<file path="src/rtl/rasq_pkg.sv">
/*
  constants shared by the register access sequencer: cycle counts derived
  from the documented delays, apb register offsets, field positions and
  reset values.
  assumes a 100 MHz mclk.
*/
package rasq_pkg;

  // ---------------------------------------------------------------
  // clock and delay timing
  // ---------------------------------------------------------------
  localparam int CLK_PERIOD_NS = 10;      // mclk period
  localparam int STROBE_DELAY_NS = 85;    // select to strobe
  localparam int STROBE_LEN_NS = 150;     // strobe length
  localparam int DESKEW_NS = 225;         // read data deskew
  localparam int TIMEOUT_NS = 1500;       // missing drive / summary wait

  // least times, rounded up to whole cycles
  localparam logic [7:0] STROBE_DELAY_CYC =
    8'((STROBE_DELAY_NS + CLK_PERIOD_NS - 1) / CLK_PERIOD_NS);
  localparam logic [7:0] STROBE_LEN_CYC =
    8'((STROBE_LEN_NS + CLK_PERIOD_NS - 1) / CLK_PERIOD_NS);
  localparam logic [7:0] DESKEW_CYC =
    8'((DESKEW_NS + CLK_PERIOD_NS - 1) / CLK_PERIOD_NS);
  localparam logic [7:0] TIMEOUT_CYC =
    8'((TIMEOUT_NS + CLK_PERIOD_NS - 1) / CLK_PERIOD_NS);

  // ---------------------------------------------------------------
  // apb register map
  // ---------------------------------------------------------------
  localparam logic [11:0] CTRL_OFFSET = 12'h000;   // base match + enable
  localparam logic [11:0] STATUS_OFFSET = 12'h004; // state, sticky flag

  // control fields
  localparam int CTRL_BASE_LSB = 0;      // base, host address 17..5
  localparam int CTRL_BASE_MSB = 12;
  localparam int CTRL_ENABLE_BIT = 16;   // decoder enable
  localparam logic [12:0] BASE_RESET = 13'h0000;
  localparam logic CTRL_ENABLE_RESET = 1'b0;

  // status fields
  localparam int STAT_MISSING_BIT = 0;   // live missing-drive flag
  localparam int STAT_STICKY_BIT = 1;    // sticky copy, write 1 clears
  localparam int STAT_REQ_BIT = 2;       // cycle request on drive bus
  localparam int STAT_SSYNC_BIT = 3;     // slave sync to host
  localparam int STAT_SELECT_BIT = 4;    // device select

  // host address split
  localparam int HADDR_MATCH_LSB = 5;
  localparam int HADDR_MATCH_MSB = 17;

  // sequencer states
  typedef enum logic [2:0]
  {
    RASQ_IDLE,
    RASQ_DELAY,
    RASQ_STROBE,
    RASQ_ARMED,
    RASQ_REQUEST,
    RASQ_DESKEW,
    RASQ_SYNC,
    RASQ_HANG
  } rasq_state_t;

endpackage : rasq_pkg

</file>
<file path="src/rtl/rasq_delay_timer.sv">
/*
  one down counter that times every fixed delay of the sequencer.
  assumes start and clear come from logic on the same clock.
*/
`timescale 1ns/1ps
module rasq_delay_timer
(
  input  wire logic       mclk,     // system clock
  input  wire logic       rstN,     // synchronised reset, active low
  input  wire logic       ce,       // clock enable
  input  wire logic       start,    // load length and run
  input  wire logic       clear,    // abort, wins over start
  input  wire logic [7:0] len,      // length in cycles, at least 1
  output logic            expire,   // high in the last counted cycle
  output logic            running   // count in progress
);

  // ---------------------------------------------------------------
  // counter
  // ---------------------------------------------------------------
  logic [7:0] count_r;              // cycles still to run

  // counts len edges from the start edge; clear cancels at once
  always_ff @(posedge mclk or negedge rstN)
  begin
    if (!rstN)
      count_r <= 8'h00;
    else if (ce)
    begin
      if (clear)
        count_r <= 8'h00;
      else if (start)
        count_r <= len;
      else if (count_r != 8'h00)
        count_r <= count_r - 8'h01;
    end
  end

  assign expire = (count_r == 8'h01);
  assign running = (count_r != 8'h00);

endmodule : rasq_delay_timer

</file>
<file path="src/rtl/rasq_sequencer.sv">
/*
  register access sequencer: answers a host bus register access, strobes
  local registers and, unless inhibited, runs one control cycle on the drive bus, times out
  absent drives and returns slave sync. apb slave for base and status.
  assumes host and drive pins are asynchronous to mclk; decoder outputs
  (local, remote valid, shared, summary, function code, busy, unit and
  register select) come from logic on mclk.
*/
`timescale 1ns/1ps
module rasq_sequencer
(
  input  wire logic        mclk,              // system clock, 100 MHz
  input  wire logic        resetn,            // async reset, active low
  input  wire logic        ce,                // clock enable
  // apb slave
  input  wire logic        psel,
  input  wire logic        penable,
  input  wire logic        pwrite,
  input  wire logic [11:0] paddr,
  input  wire logic [31:0] pwdata,
  output logic             pready,
  output logic [31:0]      prdata,
  output logic             pslverr,
  // host bus pins
  input  wire logic [17:0] hostAddr,
  input  wire logic        hostMasterSync,
  input  wire logic        hostWrite,         // write direction
  input  wire logic        hostByteWrite,     // byte write cycle
  input  wire logic [15:0] hostData,
  output logic             slaveSync,
  // adapter decoder and control, on mclk
  input  wire logic        localReg,
  input  wire logic        remoteValid,
  input  wire logic        sharedCtrlSel,     // shared control register
  input  wire logic        attnSummarySel,    // summary register
  input  wire logic        xferFuncCode,      // data transfer function
  input  wire logic        xferBusy,          // transfer in progress
  input  wire logic [2:0]  unitSelect,
  input  wire logic [4:0]  registerSelect,
  // drive bus
  input  wire logic        driveTransferAck,
  output logic             cycleRequest,
  output logic             directionToDrive,
  output logic [2:0]       driveUnitSelect,
  output logic [4:0]       registerSelectLines,
  output logic [15:0]      driveData,
  // adapter side
  output logic             deviceSelect,
  output logic             localStrobe,
  output logic             writeGate,
  output logic             cycleInhibit,
  output logic             cycleRequestArm,
  output logic             readDeskew,
  output logic             highByteWrite,
  output logic             missingDriveFlag
);

  // ---------------------------------------------------------------
  // reset and input synchronisers
  // ---------------------------------------------------------------
  logic [1:0]  rstSync_r;                      // reset release chain
  logic        rstN;                           // synchronised reset
  logic [37:0] pinMeta_r;                      // first stage, sync only
  logic [37:0] pinSync_r;                      // second stage
  logic [17:0] addrS;
  logic        msyncS;
  logic        writeS;
  logic        byteS;
  logic        ackS;

  // release reset through two flops
  always_ff @(posedge mclk or negedge resetn)
  begin
    if (!resetn)
      rstSync_r <= 2'b00;
    else
      rstSync_r <= {rstSync_r[0], 1'b1};
  end
  assign rstN = rstSync_r[1];

  // two flops on every pin; address is stable well before sync arrives
  always_ff @(posedge mclk or negedge rstN)
  begin
    if (!rstN)
    begin
      pinMeta_r <= '0;
      pinSync_r <= '0;
    end
    else if (ce)
    begin
      pinMeta_r <= {hostAddr, hostMasterSync, hostWrite, hostByteWrite,
                    hostData, driveTransferAck};
      pinSync_r <= pinMeta_r;
    end
  end
  assign {addrS, msyncS, writeS, byteS} = pinSync_r[37:17];
  assign ackS = pinSync_r[0];

  // ---------------------------------------------------------------
  // apb registers
  // ---------------------------------------------------------------
  logic [12:0] base_r;                         // select match value
  logic        enable_r;                       // select enable
  logic        sticky_r;                       // missing drive seen
  logic        wrEn;
  logic        rdSetup;
  logic        ctrlHit;
  logic        statHit;

  assign ctrlHit = (paddr == rasq_pkg::CTRL_OFFSET);
  assign statHit = (paddr == rasq_pkg::STATUS_OFFSET);
  assign wrEn = psel & penable & pwrite;
  assign rdSetup = psel & ~penable & ~pwrite;
  assign pready = 1'b1;                        // no wait states
  assign pslverr = psel & penable & ~(ctrlHit | statHit);

  // control register steers select decoding
  always_ff @(posedge mclk or negedge rstN)
  begin
    if (!rstN)
    begin
      base_r <= rasq_pkg::BASE_RESET;
      enable_r <= rasq_pkg::CTRL_ENABLE_RESET;
    end
    else if (ce && wrEn && ctrlHit)
    begin
      base_r <= pwdata[rasq_pkg::CTRL_BASE_MSB:rasq_pkg::CTRL_BASE_LSB];
      enable_r <= pwdata[rasq_pkg::CTRL_ENABLE_BIT];
    end
  end

  // sticky copy of the missing flag; a new set wins over a clear
  always_ff @(posedge mclk or negedge rstN)
  begin
    if (!rstN)
      sticky_r <= 1'b0;
    else if (ce)
    begin
      if (missingDriveFlag)
        sticky_r <= 1'b1;
      else if (wrEn && statHit && pwdata[rasq_pkg::STAT_STICKY_BIT])
        sticky_r <= 1'b0;
    end
  end

  // read data captured in setup, stands through the access phase
  always_ff @(posedge mclk or negedge rstN)
  begin
    if (!rstN)
      prdata <= 32'h00000000;
    else if (ce && rdSetup)
    begin
      prdata <= 32'h00000000;
      if (ctrlHit)
      begin
        prdata[rasq_pkg::CTRL_BASE_MSB:rasq_pkg::CTRL_BASE_LSB] <= base_r;
        prdata[rasq_pkg::CTRL_ENABLE_BIT] <= enable_r;
      end
      else if (statHit)
      begin
        prdata[rasq_pkg::STAT_MISSING_BIT] <= missingDriveFlag;
        prdata[rasq_pkg::STAT_STICKY_BIT] <= sticky_r;
        prdata[rasq_pkg::STAT_REQ_BIT] <= cycleRequest;
        prdata[rasq_pkg::STAT_SSYNC_BIT] <= slaveSync;
        prdata[rasq_pkg::STAT_SELECT_BIT] <= deviceSelect;
      end
    end
  end

  // ---------------------------------------------------------------
  // select, direction and inhibit decoding
  // ---------------------------------------------------------------
  logic addrMatch;
  logic inhibitNow;

  assign addrMatch = enable_r &&
    (addrS[rasq_pkg::HADDR_MATCH_MSB:rasq_pkg::HADDR_MATCH_LSB] == base_r);

  // any one case keeps the drive bus quiet
  assign inhibitNow = localReg
                    | ~remoteValid
                    | (highByteWrite & sharedCtrlSel)
                    | (writeS & xferFuncCode & xferBusy);

  // select only on match plus master sync; also clocks gate and flags
  always_ff @(posedge mclk or negedge rstN)
  begin
    if (!rstN)
    begin
      deviceSelect <= 1'b0;
      writeGate <= 1'b0;
      highByteWrite <= 1'b0;
      cycleInhibit <= 1'b0;
      directionToDrive <= 1'b0;
    end
    else if (ce)
    begin
      deviceSelect <= addrMatch & msyncS;
      writeGate <= addrMatch & msyncS & writeS;
      highByteWrite <= byteS & writeS & addrS[0];
      cycleInhibit <= inhibitNow;
      directionToDrive <= writeS;
    end
  end

  // ---------------------------------------------------------------
  // sequencer
  // ---------------------------------------------------------------
  rasq_pkg::rasq_state_t state_r;
  logic       tStart;
  logic       tClear;
  logic [7:0] tLen;
  logic       tExpire;
  logic       selRise;
  logic       selPrev_r;

  // rising edge of select starts a sequence
  always_ff @(posedge mclk or negedge rstN)
  begin
    if (!rstN)
      selPrev_r <= 1'b0;
    else if (ce)
      selPrev_r <= deviceSelect;
  end
  assign selRise = deviceSelect & ~selPrev_r;

  // timer loads per state; a write acknowledge outside summary, or deselect, aborts it
  always_comb
  begin
    tStart = 1'b0;
    tLen = rasq_pkg::STROBE_DELAY_CYC;
    tClear = ~deviceSelect & (state_r != rasq_pkg::RASQ_IDLE);
    case (state_r)
      rasq_pkg::RASQ_IDLE:
      begin
        tStart = selRise;
      end
      rasq_pkg::RASQ_DELAY:
      begin
        tStart = tExpire;
        tLen = rasq_pkg::STROBE_LEN_CYC;
      end
      rasq_pkg::RASQ_ARMED:
      begin
        tStart = ~ackS;
        tLen = rasq_pkg::TIMEOUT_CYC;
      end
      rasq_pkg::RASQ_REQUEST:
      begin
        // a read acknowledge restarts the timer as the deskew
        if (ackS && !attnSummarySel)
        begin
          tClear = tClear | writeS;
          tStart = ~writeS;
          tLen = rasq_pkg::DESKEW_CYC;
        end
      end
      default:
      begin
        tStart = 1'b0;
      end
    endcase
  end

  rasq_delay_timer uTimer
  (
    .mclk    (mclk),
    .rstN    (rstN),
    .ce      (ce),
    .start   (tStart),
    .clear   (tClear),
    .len     (tLen),
    .expire  (tExpire),
    .running ()
  );

  // main state walk; losing select always returns to idle
  always_ff @(posedge mclk or negedge rstN)
  begin
    if (!rstN)
      state_r <= rasq_pkg::RASQ_IDLE;
    else if (ce)
    begin
      if (!deviceSelect && state_r != rasq_pkg::RASQ_IDLE)
        state_r <= rasq_pkg::RASQ_IDLE;
      else
        case (state_r)
          rasq_pkg::RASQ_IDLE:
            if (selRise)
              state_r <= rasq_pkg::RASQ_DELAY;
          rasq_pkg::RASQ_DELAY:
            if (tExpire)
              state_r <= rasq_pkg::RASQ_STROBE;
          rasq_pkg::RASQ_STROBE:
            if (tExpire)
              state_r <= cycleInhibit ? rasq_pkg::RASQ_SYNC
                                      : rasq_pkg::RASQ_ARMED;
          rasq_pkg::RASQ_ARMED:
            if (!ackS)
              state_r <= rasq_pkg::RASQ_REQUEST;
          rasq_pkg::RASQ_REQUEST:
            if (attnSummarySel)
            begin
              if (tExpire)
                state_r <= rasq_pkg::RASQ_SYNC;
            end
            else if (ackS)
              state_r <= writeS ? rasq_pkg::RASQ_SYNC
                                : rasq_pkg::RASQ_DESKEW;
            else if (tExpire)
              state_r <= rasq_pkg::RASQ_HANG;
          rasq_pkg::RASQ_DESKEW:
            if (tExpire)
              state_r <= rasq_pkg::RASQ_SYNC;
          rasq_pkg::RASQ_SYNC:
            state_r <= rasq_pkg::RASQ_SYNC;          // held till deselect
          rasq_pkg::RASQ_HANG:
            state_r <= rasq_pkg::RASQ_HANG;          // no sync, host times out
          default:
            state_r <= rasq_pkg::RASQ_IDLE;
        endcase
    end
  end

  // ---------------------------------------------------------------
  // outputs
  // ---------------------------------------------------------------
  // drive bus address and data latched before request rises
  always_ff @(posedge mclk or negedge rstN)
  begin
    if (!rstN)
    begin
      driveUnitSelect <= 3'h0;
      registerSelectLines <= 5'h00;
      driveData <= 16'h0000;
    end
    else if (ce && state_r == rasq_pkg::RASQ_STROBE && tExpire)
    begin
      driveUnitSelect <= unitSelect;
      registerSelectLines <= registerSelect;
      driveData <= writeGate ? pinSync_r[16:1] : 16'h0000;
    end
  end

  // state decoded flags, all from flops
  always_ff @(posedge mclk or negedge rstN)
  begin
    if (!rstN)
    begin
      localStrobe <= 1'b0;
      cycleRequestArm <= 1'b0;
      cycleRequest <= 1'b0;
      readDeskew <= 1'b0;
      slaveSync <= 1'b0;
      missingDriveFlag <= 1'b0;
    end
    else if (ce)
    begin
      localStrobe <= (state_r == rasq_pkg::RASQ_DELAY && tExpire) ||
                     (state_r == rasq_pkg::RASQ_STROBE && !tExpire);
      cycleRequestArm <= (state_r == rasq_pkg::RASQ_STROBE && tExpire &&
                          !cycleInhibit) ||
                         (state_r == rasq_pkg::RASQ_ARMED && ackS);
      cycleRequest <= (state_r == rasq_pkg::RASQ_ARMED && !ackS) ||
                      (state_r == rasq_pkg::RASQ_REQUEST && deviceSelect &&
                       !(ackS && !attnSummarySel) && !tExpire);
      readDeskew <= (state_r == rasq_pkg::RASQ_REQUEST && ackS &&
                     !attnSummarySel && !writeS) ||
                    (state_r == rasq_pkg::RASQ_DESKEW && !tExpire);
      // sync holds until master sync drops and select falls
      if (!deviceSelect)
        slaveSync <= 1'b0;
      else if ((state_r == rasq_pkg::RASQ_STROBE && tExpire && cycleInhibit) ||
               (state_r == rasq_pkg::RASQ_REQUEST && !attnSummarySel &&
                ackS && writeS) ||
               (state_r == rasq_pkg::RASQ_REQUEST && attnSummarySel &&
                tExpire) ||
               (state_r == rasq_pkg::RASQ_DESKEW && tExpire))
        slaveSync <= 1'b1;
      // missing flag: set on timeout, then held in hang until deselect clears it
      if (!deviceSelect)
        missingDriveFlag <= 1'b0;
      else if (state_r == rasq_pkg::RASQ_REQUEST && ackS)
        missingDriveFlag <= 1'b0;
      else if (state_r == rasq_pkg::RASQ_REQUEST && tExpire &&
               !attnSummarySel && !ackS)
        missingDriveFlag <= 1'b1;
    end
  end

endmodule : rasq_sequencer

</file>
<file path="config.mk">
export PLATFORM = sky130hd
export DESIGN_NAME = rasq_sequencer
export DESIGN_NICKNAME = d
export VERILOG_FILES = /design/src/rtl/rasq_pkg.sv /design/src/rtl/rasq_delay_timer.sv /design/src/rtl/rasq_sequencer.sv
export SDC_FILE = /design/constraint.sdc
export NUM_CORES = 1
export LEC_CHECK = 0
export BUFFER_PORTS_ARGS = -buffer_cell sky130_fd_sc_hd__clkbuf_2
export CORE_MARGIN = 2
export CORE_UTILIZATION = 25
export DETAILED_ROUTE_END_ITERATION = 16
export PLACE_DENSITY = 0.46
export SLEW_MARGIN = 30
export SYNTH_ARGS = -nofsm -noshare
export SYNTH_HDL_FRONTEND = slang
export SYNTH_SLANG_ARGS = --single-unit
export TNS_END_PERCENT = 50
</file>
<file path="constraint.sdc">
create_clock -name mclk -period 4.6 [get_ports mclk]
set_clock_uncertainty 0.05 [all_clocks]
set_input_delay 0.69 -clock mclk [delete_from_list [all_inputs] [get_ports mclk]]
set_output_delay 0.69 -clock mclk [all_outputs]
set_load 0.05 [all_outputs]
</file>
# Word-level counts from Yosys, hierarchy flattened
# Cells that the tools add are included.
[totals]
register_bits = 154
latchBits = 0
mem_bits_rw = 0
mem_bits_ro = 0
output_inout_bits = 69
elab_cells = 160
memories = 0
[classes]
addsub = 1
multipliers = 0
n_div = 0
n_lt_le_gt_ge = 0
eq_ne = 17
shift = 0
muxes = 33
n_bitwise = 27
n_reduce_logical = 58
[op_table]
columns = ["cell", "count"]
rows = [
  ["$logic_and A1 B1 Y1", 33],
  ["$mux W8", 4],
  ["$mux W3", 10],
  ["$pmux W3 S8", 1],
  ["$pmux W8 S3", 1],
  ["$mux W16", 1],
  ["$mux W5", 3],
  ["$and A1 B1 Y1", 14],
  ["$eq A13 B13 Y1", 1],
  ["$eq A12 B3 Y1 const B", 1],
  ["$eq A3 B3 Y1 const B", 4],
  ["$logic_not A12 Y1", 1],
  ["$ne A3 B3 Y1 const B", 4],
  ["$mux W1", 11],
  ["$eq A8 B1 Y1 const B", 1],
  ["$not A1 Y1", 8],
  ["$reduce_and A2 Y1", 4],
  ["$reduce_bool A8 Y1", 1],
  ["$sub A8 B1 Y8 const B", 1],
  ["$logic_not A1 Y1", 7],
  ["$logic_or A1 B1 Y1", 7],
  ["$eq A3 B2 Y1 const B", 2],
  ["$reduce_and A6 Y1", 1],
  ["$reduce_bool A3 Y1", 2],
  ["other kinds (9)", 13],
]

# Depth between registers and ports, before layout
[logic_depth]
word_depth = 9
depth_mapped = 8
ltp_nobuf = 7

# Hierarchy
# A second synthesis with hierarchy kept.
[hier_totals]
hier_cells = 576
hier_area_um2 = 6610.1
[by_module_without_submodules]
columns = ["mod", "n_inst", "cells_per_inst", "area_per_inst_um2", "seq_area_each_um2"]
rows = [
  ["rasq_sequencer", 1, 497, 5978.2, 3453.3],
  ["rasq_delay_timer", 1, 79, 631.9, 200.2],
]

# Least setup slack after synthesis
# No wires, ideal clock.
[synth_timing]
path_type = "input-to-reg"
from = "input attnSummarySel"
to = "register uTimer.count_r[1]"
setup_time_ps = 125
arrival_ps = 2079
t_required_ps = 4425
setup_slack_ps = 2346
stages = 7
path_buffers = 2
path_cell_list = "nand3b_1 a211o_1 buf_6 and4_4 buf_6 a21oi_4 mux2_4"
[synth_via]
elab_chain_len = 6
word_cells_on_any_way = 12
classes_between = "mux (8); reduce/logical (4)"
[synth_lines]
columns = ["element", "line_no", "rtl"]
rows = [
  ["start: declaration", "rasq_sequencer.sv:35", "input wire logic attnSummarySel,"],
  ["$logic_not A1 Y1 *", "rasq_sequencer.sv:251", "if (ackS && !attnSummarySel)"],
  ["$logic_and A1 B1 Y1 *", "rasq_sequencer.sv:251", ""],
  ["$mux W1 or $mux W5 (tied branches)", "rasq_sequencer.sv:251", ""],
  ["$pmux W1 S4 (tied with other cells)", "rasq_sequencer.sv:233", "case (state_r)"],
  ["$reduce_bool A3 Y1 (no source line) or $mux W8 (tied branches)", "--", ""],
  ["$reduce_and A2 Y1 (no source line) or $mux W8 (tied branches)", "--", ""],
  ["end signal: assignment", "rasq_delay_timer.sv:33", "count_r <= len;"],
  ["end signal: assignment", "rasq_delay_timer.sv:35", "count_r <= count_r - 8'h01;"],
  ["end: declaration", "rasq_delay_timer.sv:21", "logic [7:0] count_r;"],
]
# Every way passes the cells marked *; elsewhere a longest branch is shown, timed or not.
# A chain may end at the register's enable or synchronous reset.

# Worst setup path after layout
[layout_timing]
from = "register uTimer.count_r[1]"
to = "register uTimer.count_r[1]"
[layout_via]
elab_chain_len = 4
word_cells_on_any_way = 9
classes_between = "add/sub (1); eq/ne (1); mux (4); reduce/logical (3)"
[layout_lines]
columns = ["element", "line_no"]
rows = [
  ["$sub A8 B1 Y8 or $eq A8 B1 Y1 (tied branches)", "rasq_delay_timer.sv:35, rasq_delay_timer.sv:39"],
  ["$mux W8 or $pmux W1 S4 (tied branches)", "rasq_delay_timer.sv:34, rasq_sequencer.sv:233"],
  ["$mux W8 or $reduce_bool A3 Y1 (tied branches)", "--"],
  ["$mux W8 or $reduce_and A2 Y1 (tied branches)", "--"],
]
# Several ways; a longest one is shown, not always the timed one. The select of a mux whose other input is x is not followed.

==> results.sh <==
export IMPL_synth_yosys_warnings=0
export IMPL_stdcell_count=999
export IMPL_worst_slew_margin_rel_pct=44.9
export IMPL_routed_via_density=4.43
export IMPL_number_of_global_route_vias_before_repair=4308
export IMPL_cts_root_to_sink_buffers=2
export IMPL_yosysUniqueCellTypes=63
export IMPL_postCtsSetupRepairBufs=0
export IMPL_grt_antenna_before_repair=0
export IMPL_dpl_cell_count=966
export IMPL_final_max_slew_violation_count=0
export IMPL_cellPowerDensity_nw_per_um2=396
export IMPL_syn_inst=528
export IMPL_tightestPinTransition_ns=0.827
export IMPL_setup_repair_after_global_routing_missed_its_margin="false"
export IMPL_drt_drc_violations_left=0
export IMPL_wire_per_inst_um=15.3
export IMPL_final_period_utilization_pct=55.4
export IMPL_num_antenna_cells=0
export IMPL_synth_edf_count=0
export IMPL_start_util_pct=25.2
export IMPL_worstSetupStartpointType="flop"
export IMPL_detailedRoute_firstPassIterationCount=4
export IMPL_post_synth_top_area_cell="sky130_fd_sc_hd__dfrtp_1"
export IMPL_final_setup_viol_count=0
export IMPL_grt_first_pass_wirelength_um=24300
export IMPL_placement_rows=59
export IMPL_die_outline_area_sq_um=27400
export IMPL_mean_post_synth_cell_area_sq_um=12.3
export IMPL_ctsResizeCount=0
export IMPL_num_vias=4425
export IMPL_worst_hold_startpoint="rstSync_r[0]$_DFF_PN0_"
export IMPL_worst_ep_required_ns=4.84
export IMPL_crit_chain="inv_1 -> ha_1 -> nor3b_1 -> nand3_1 -> and4_4 -> a21oi_4 -> mux2_4"
export IMPL_synth_ff_latch_count=146
export IMPL_end_kind="flop"
export IMPL_async_s_r_ff_share_synth_pct=100
export IMPL_path_max_fanout=7
export IMPL_grt_util_met1_pct=15.8
export IMPL_final_setup_tns_ns=0
export IMPL_share_of_post_route_cells_with_drive_strength_above_1_pct=40.1
export IMPL_num_fill_cells=2672
export IMPL_ant_nets=0
export IMPL_dieHeight_um=165
export IMPL_cts_inserted_buffers=17
export IMPL_floorplan_core_area_sq_um=25800
export IMPL_cellLeakagePower_nw=3.69
export IMPL_die_w_um=165
export IMPL_portBuffers=129
export IMPL_cts_htree_levels=4
export IMPL_groute_layer_met2_usage_pct=17.8
export IMPL_status="finished, final reports clean"
export IMPL_finalHoldViolCount=0
export IMPL_post_synth_top_area_fraction_pct=56.0
export IMPL_detailedPlacementHpwl_um=10400
export IMPL_crit_path_start="uTimer.count_r[1]$_DFFE_PN0P_"
export IMPL_worst_ir_drop_vdd_mv=0.186
export IMPL_groute_layer_met3_usage_pct=3.30
export IMPL_timing_critical_path_slowest_stage_cell="sky130_fd_sc_hd__nor3b_1"
export IMPL_globalRoute_busiestLayer="met2"
export IMPL_globalRouteTotalUtil_pct=11.6
export IMPL_globalplace_congestion=0.776
export IMPL_fin_crit_ns=2.55
export IMPL_path_class="reg -> reg"
export IMPL_cts_tree="done"
export IMPL_yosys_top_cells_count="sky130_fd_sc_hd__dfrtp_1, sky130_fd_sc_hd__mux2_2, sky130_fd_sc_hd__nand2_1, sky130_fd_sc_hd__o21ai_0, sky130_fd_sc_hd__buf_4"
export IMPL_cell_area_after_synthesis_sq_um=6520
export IMPL_yosys_cell_count_top_type="sky130_fd_sc_hd__dfrtp_1"
export IMPL_layout_area_overhead_vs_synth_pct=22.8
export IMPL_longest_individual_stage_delay_on_the_worst_path_ns=0.56
export IMPL_worstReg2RegStart="uTimer.count_r[1]$_DFFE_PN0P_"
export IMPL_finalNetCount=756
export IMPL_largest_cells_by_area_after_synthesis="sky130_fd_sc_hd__dfrtp_1, sky130_fd_sc_hd__mux2_2, sky130_fd_sc_hd__nand2_1"
export IMPL_first_iter_violations=201
export IMPL_hold_path_class="reg -> reg"
export IMPL_worstPathBufferInverterCount=1
export IMPL_pin_count_of_the_biggest_net_entering_global_routing=145
export IMPL_share_of_the_yosys_chip_area_belonging_to_registers_pct=56.0
export IMPL_cts_hold_repair_buffers=1
export IMPL_grt_overflow_total=0
export IMPL_io_pin_count=171
export IMPL_path_delay_family="simple AND/OR/NAND/NOR gates"
export IMPL_cp_data_arrival_time_ns=2.79
export IMPL_root_buffer="sky130_fd_sc_hd__clkbuf_16"
export IMPL_drt_wl_total_um=15300
export IMPL_max_freq_mhz=392
export IMPL_synthFlopType="sky130_fd_sc_hd__dfrtp_1"
export IMPL_cts_reportedPaths_clkPinSlew_ns=0.07
export IMPL_insertion_delay_ns=0.41
export IMPL_numClockSinks=146
export IMPL_timing_max_cap_violations=0
## logic make-up after synthesis
kind of cell | after synthesis | share of synthesized area (%)
adders and majority gates | 3 | 0.576
other | 2 | 0.115
DFF | 146 | 56.0
xor gates and xnor gates | 13 | 1.75
muxes | 98 | 16.9
AOI/OAI and AO/OA | 91 | 9.92
and+or+nand+nor | 115 | 9.58
buffers and inverters | 60 | 5.16
## area by class of cell
class | instances | area [sq um] | share of cell area, %
flip-flops and latches | 146 | 3660 | 45.7
multi-input cells | 340 | 2600 | 32.5
repair buffers | 135 | 708 | 8.85
clock buffers | 19 | 443 | 5.53
well taps | 335 | 419 | 5.24
clock inverters | 13 | 135 | 1.69
inverters | 11 | 43.8 | 0.547
## path summary, 6_finish.rpt
path                            cells past startpoint                            end  slack (ns)
worst min register to register                      0         rstSync_r[1]$_DFF_PN0_        0.31
min in group asynchronous                           1       pinMeta_r[6]$_DFFE_PN0P_        0.37
worst max-delay path                                7  uTimer.count_r[1]$_DFFE_PN0P_        2.05
worst max register to register                      7  uTimer.count_r[1]$_DFFE_PN0P_        2.05
max in group asynchronous                           1          selPrev_r$_DFFE_PN0P_        3.48
worst min-delay path                                0         rstSync_r[1]$_DFF_PN0_        0.31
## per-stage QoR
step / power (mW) / hold slack (ns) / utilization [%] / instance area, sq um / setup slack (ns)
floorplan: 1.75 / 0.281 / - / 6590 / 0.181
global placement: 1.84 / 0.284 / 28.7 / 7420 / 2.00
detailed placement: 1.85 / 0.297 / 28.7 / 7420 / 2.00
CTS: 3.23 / 0.312 / 31.0 / 8000 / 2.06
global route: 3.34 / 0.319 / 31.0 / 8000 / 1.93
finish: 3.17 / 0.310 / 31.0 / 8000 / 2.05
## routing by layer
layer	up-vias	wire, um
met5	-	0
met4	0	177
met3	11	835
met2	109	7060
met1	2190	7240
li1	2115	-
## power by group
group	internal, mW	switching (mW)	leakage, nW
clock network	0.813	0.541	0.283
registers	1.39	0.0844	1.85
logic	0.160	0.185	1.56
## cells in the final DEF, fill, tap and decap left out, types with 3 or more instances in the layout
cell type,netlist,routed
sky130_fd_sc_hd__mux2_1,8,8
sky130_fd_sc_hd__a31o_2,3,3
sky130_fd_sc_hd__o31ai_1,4,4
sky130_fd_sc_hd__o21a_1,3,3
sky130_fd_sc_hd__nand3_1,13,13
sky130_fd_sc_hd__a31oi_1,4,4
sky130_fd_sc_hd__xnor2_1,13,13
sky130_fd_sc_hd__nor4_1,4,4
sky130_fd_sc_hd__nor2_1,9,9
sky130_fd_sc_hd__inv_1,10,10
sky130_fd_sc_hd__clkbuf_2,1,128
sky130_fd_sc_hd__o211ai_1,5,5
sky130_fd_sc_hd__nor3b_1,4,4
sky130_fd_sc_hd__a21oi_1,7,7
sky130_fd_sc_hd__dfrtp_1,146,145
sky130_fd_sc_hd__a21o_1,3,3
sky130_fd_sc_hd__o21ai_0,28,28
sky130_fd_sc_hd__mux2_2,83,83
sky130_fd_sc_hd__nand2_1,51,51
sky130_fd_sc_hd__clkbuf_16,0,17
sky130_fd_sc_hd__nor3_1,4,4
sky130_fd_sc_hd__conb_1,2,20
sky130_fd_sc_hd__nand3b_1,3,3
sky130_fd_sc_hd__buf_4,21,5
sky130_fd_sc_hd__nand4_1,8,8
sky130_fd_sc_hd__ha_1,3,3
sky130_fd_sc_hd__mux2i_1,6,6
sky130_fd_sc_hd__clkinv_2,0,5
sky130_fd_sc_hd__a22o_1,11,11
## registers in the layout, summed over array words and instances, names as in the netlist, 3 cells and up
signal               count
base_r                  13
driveData               16
driveUnitSelect          3
pinMeta_r               34
pinSync_r               34
prdata                  14
registerSelectLines      5
state_r                  3
uTimer.count_r           8
Power figures use the tool's default switching activity.
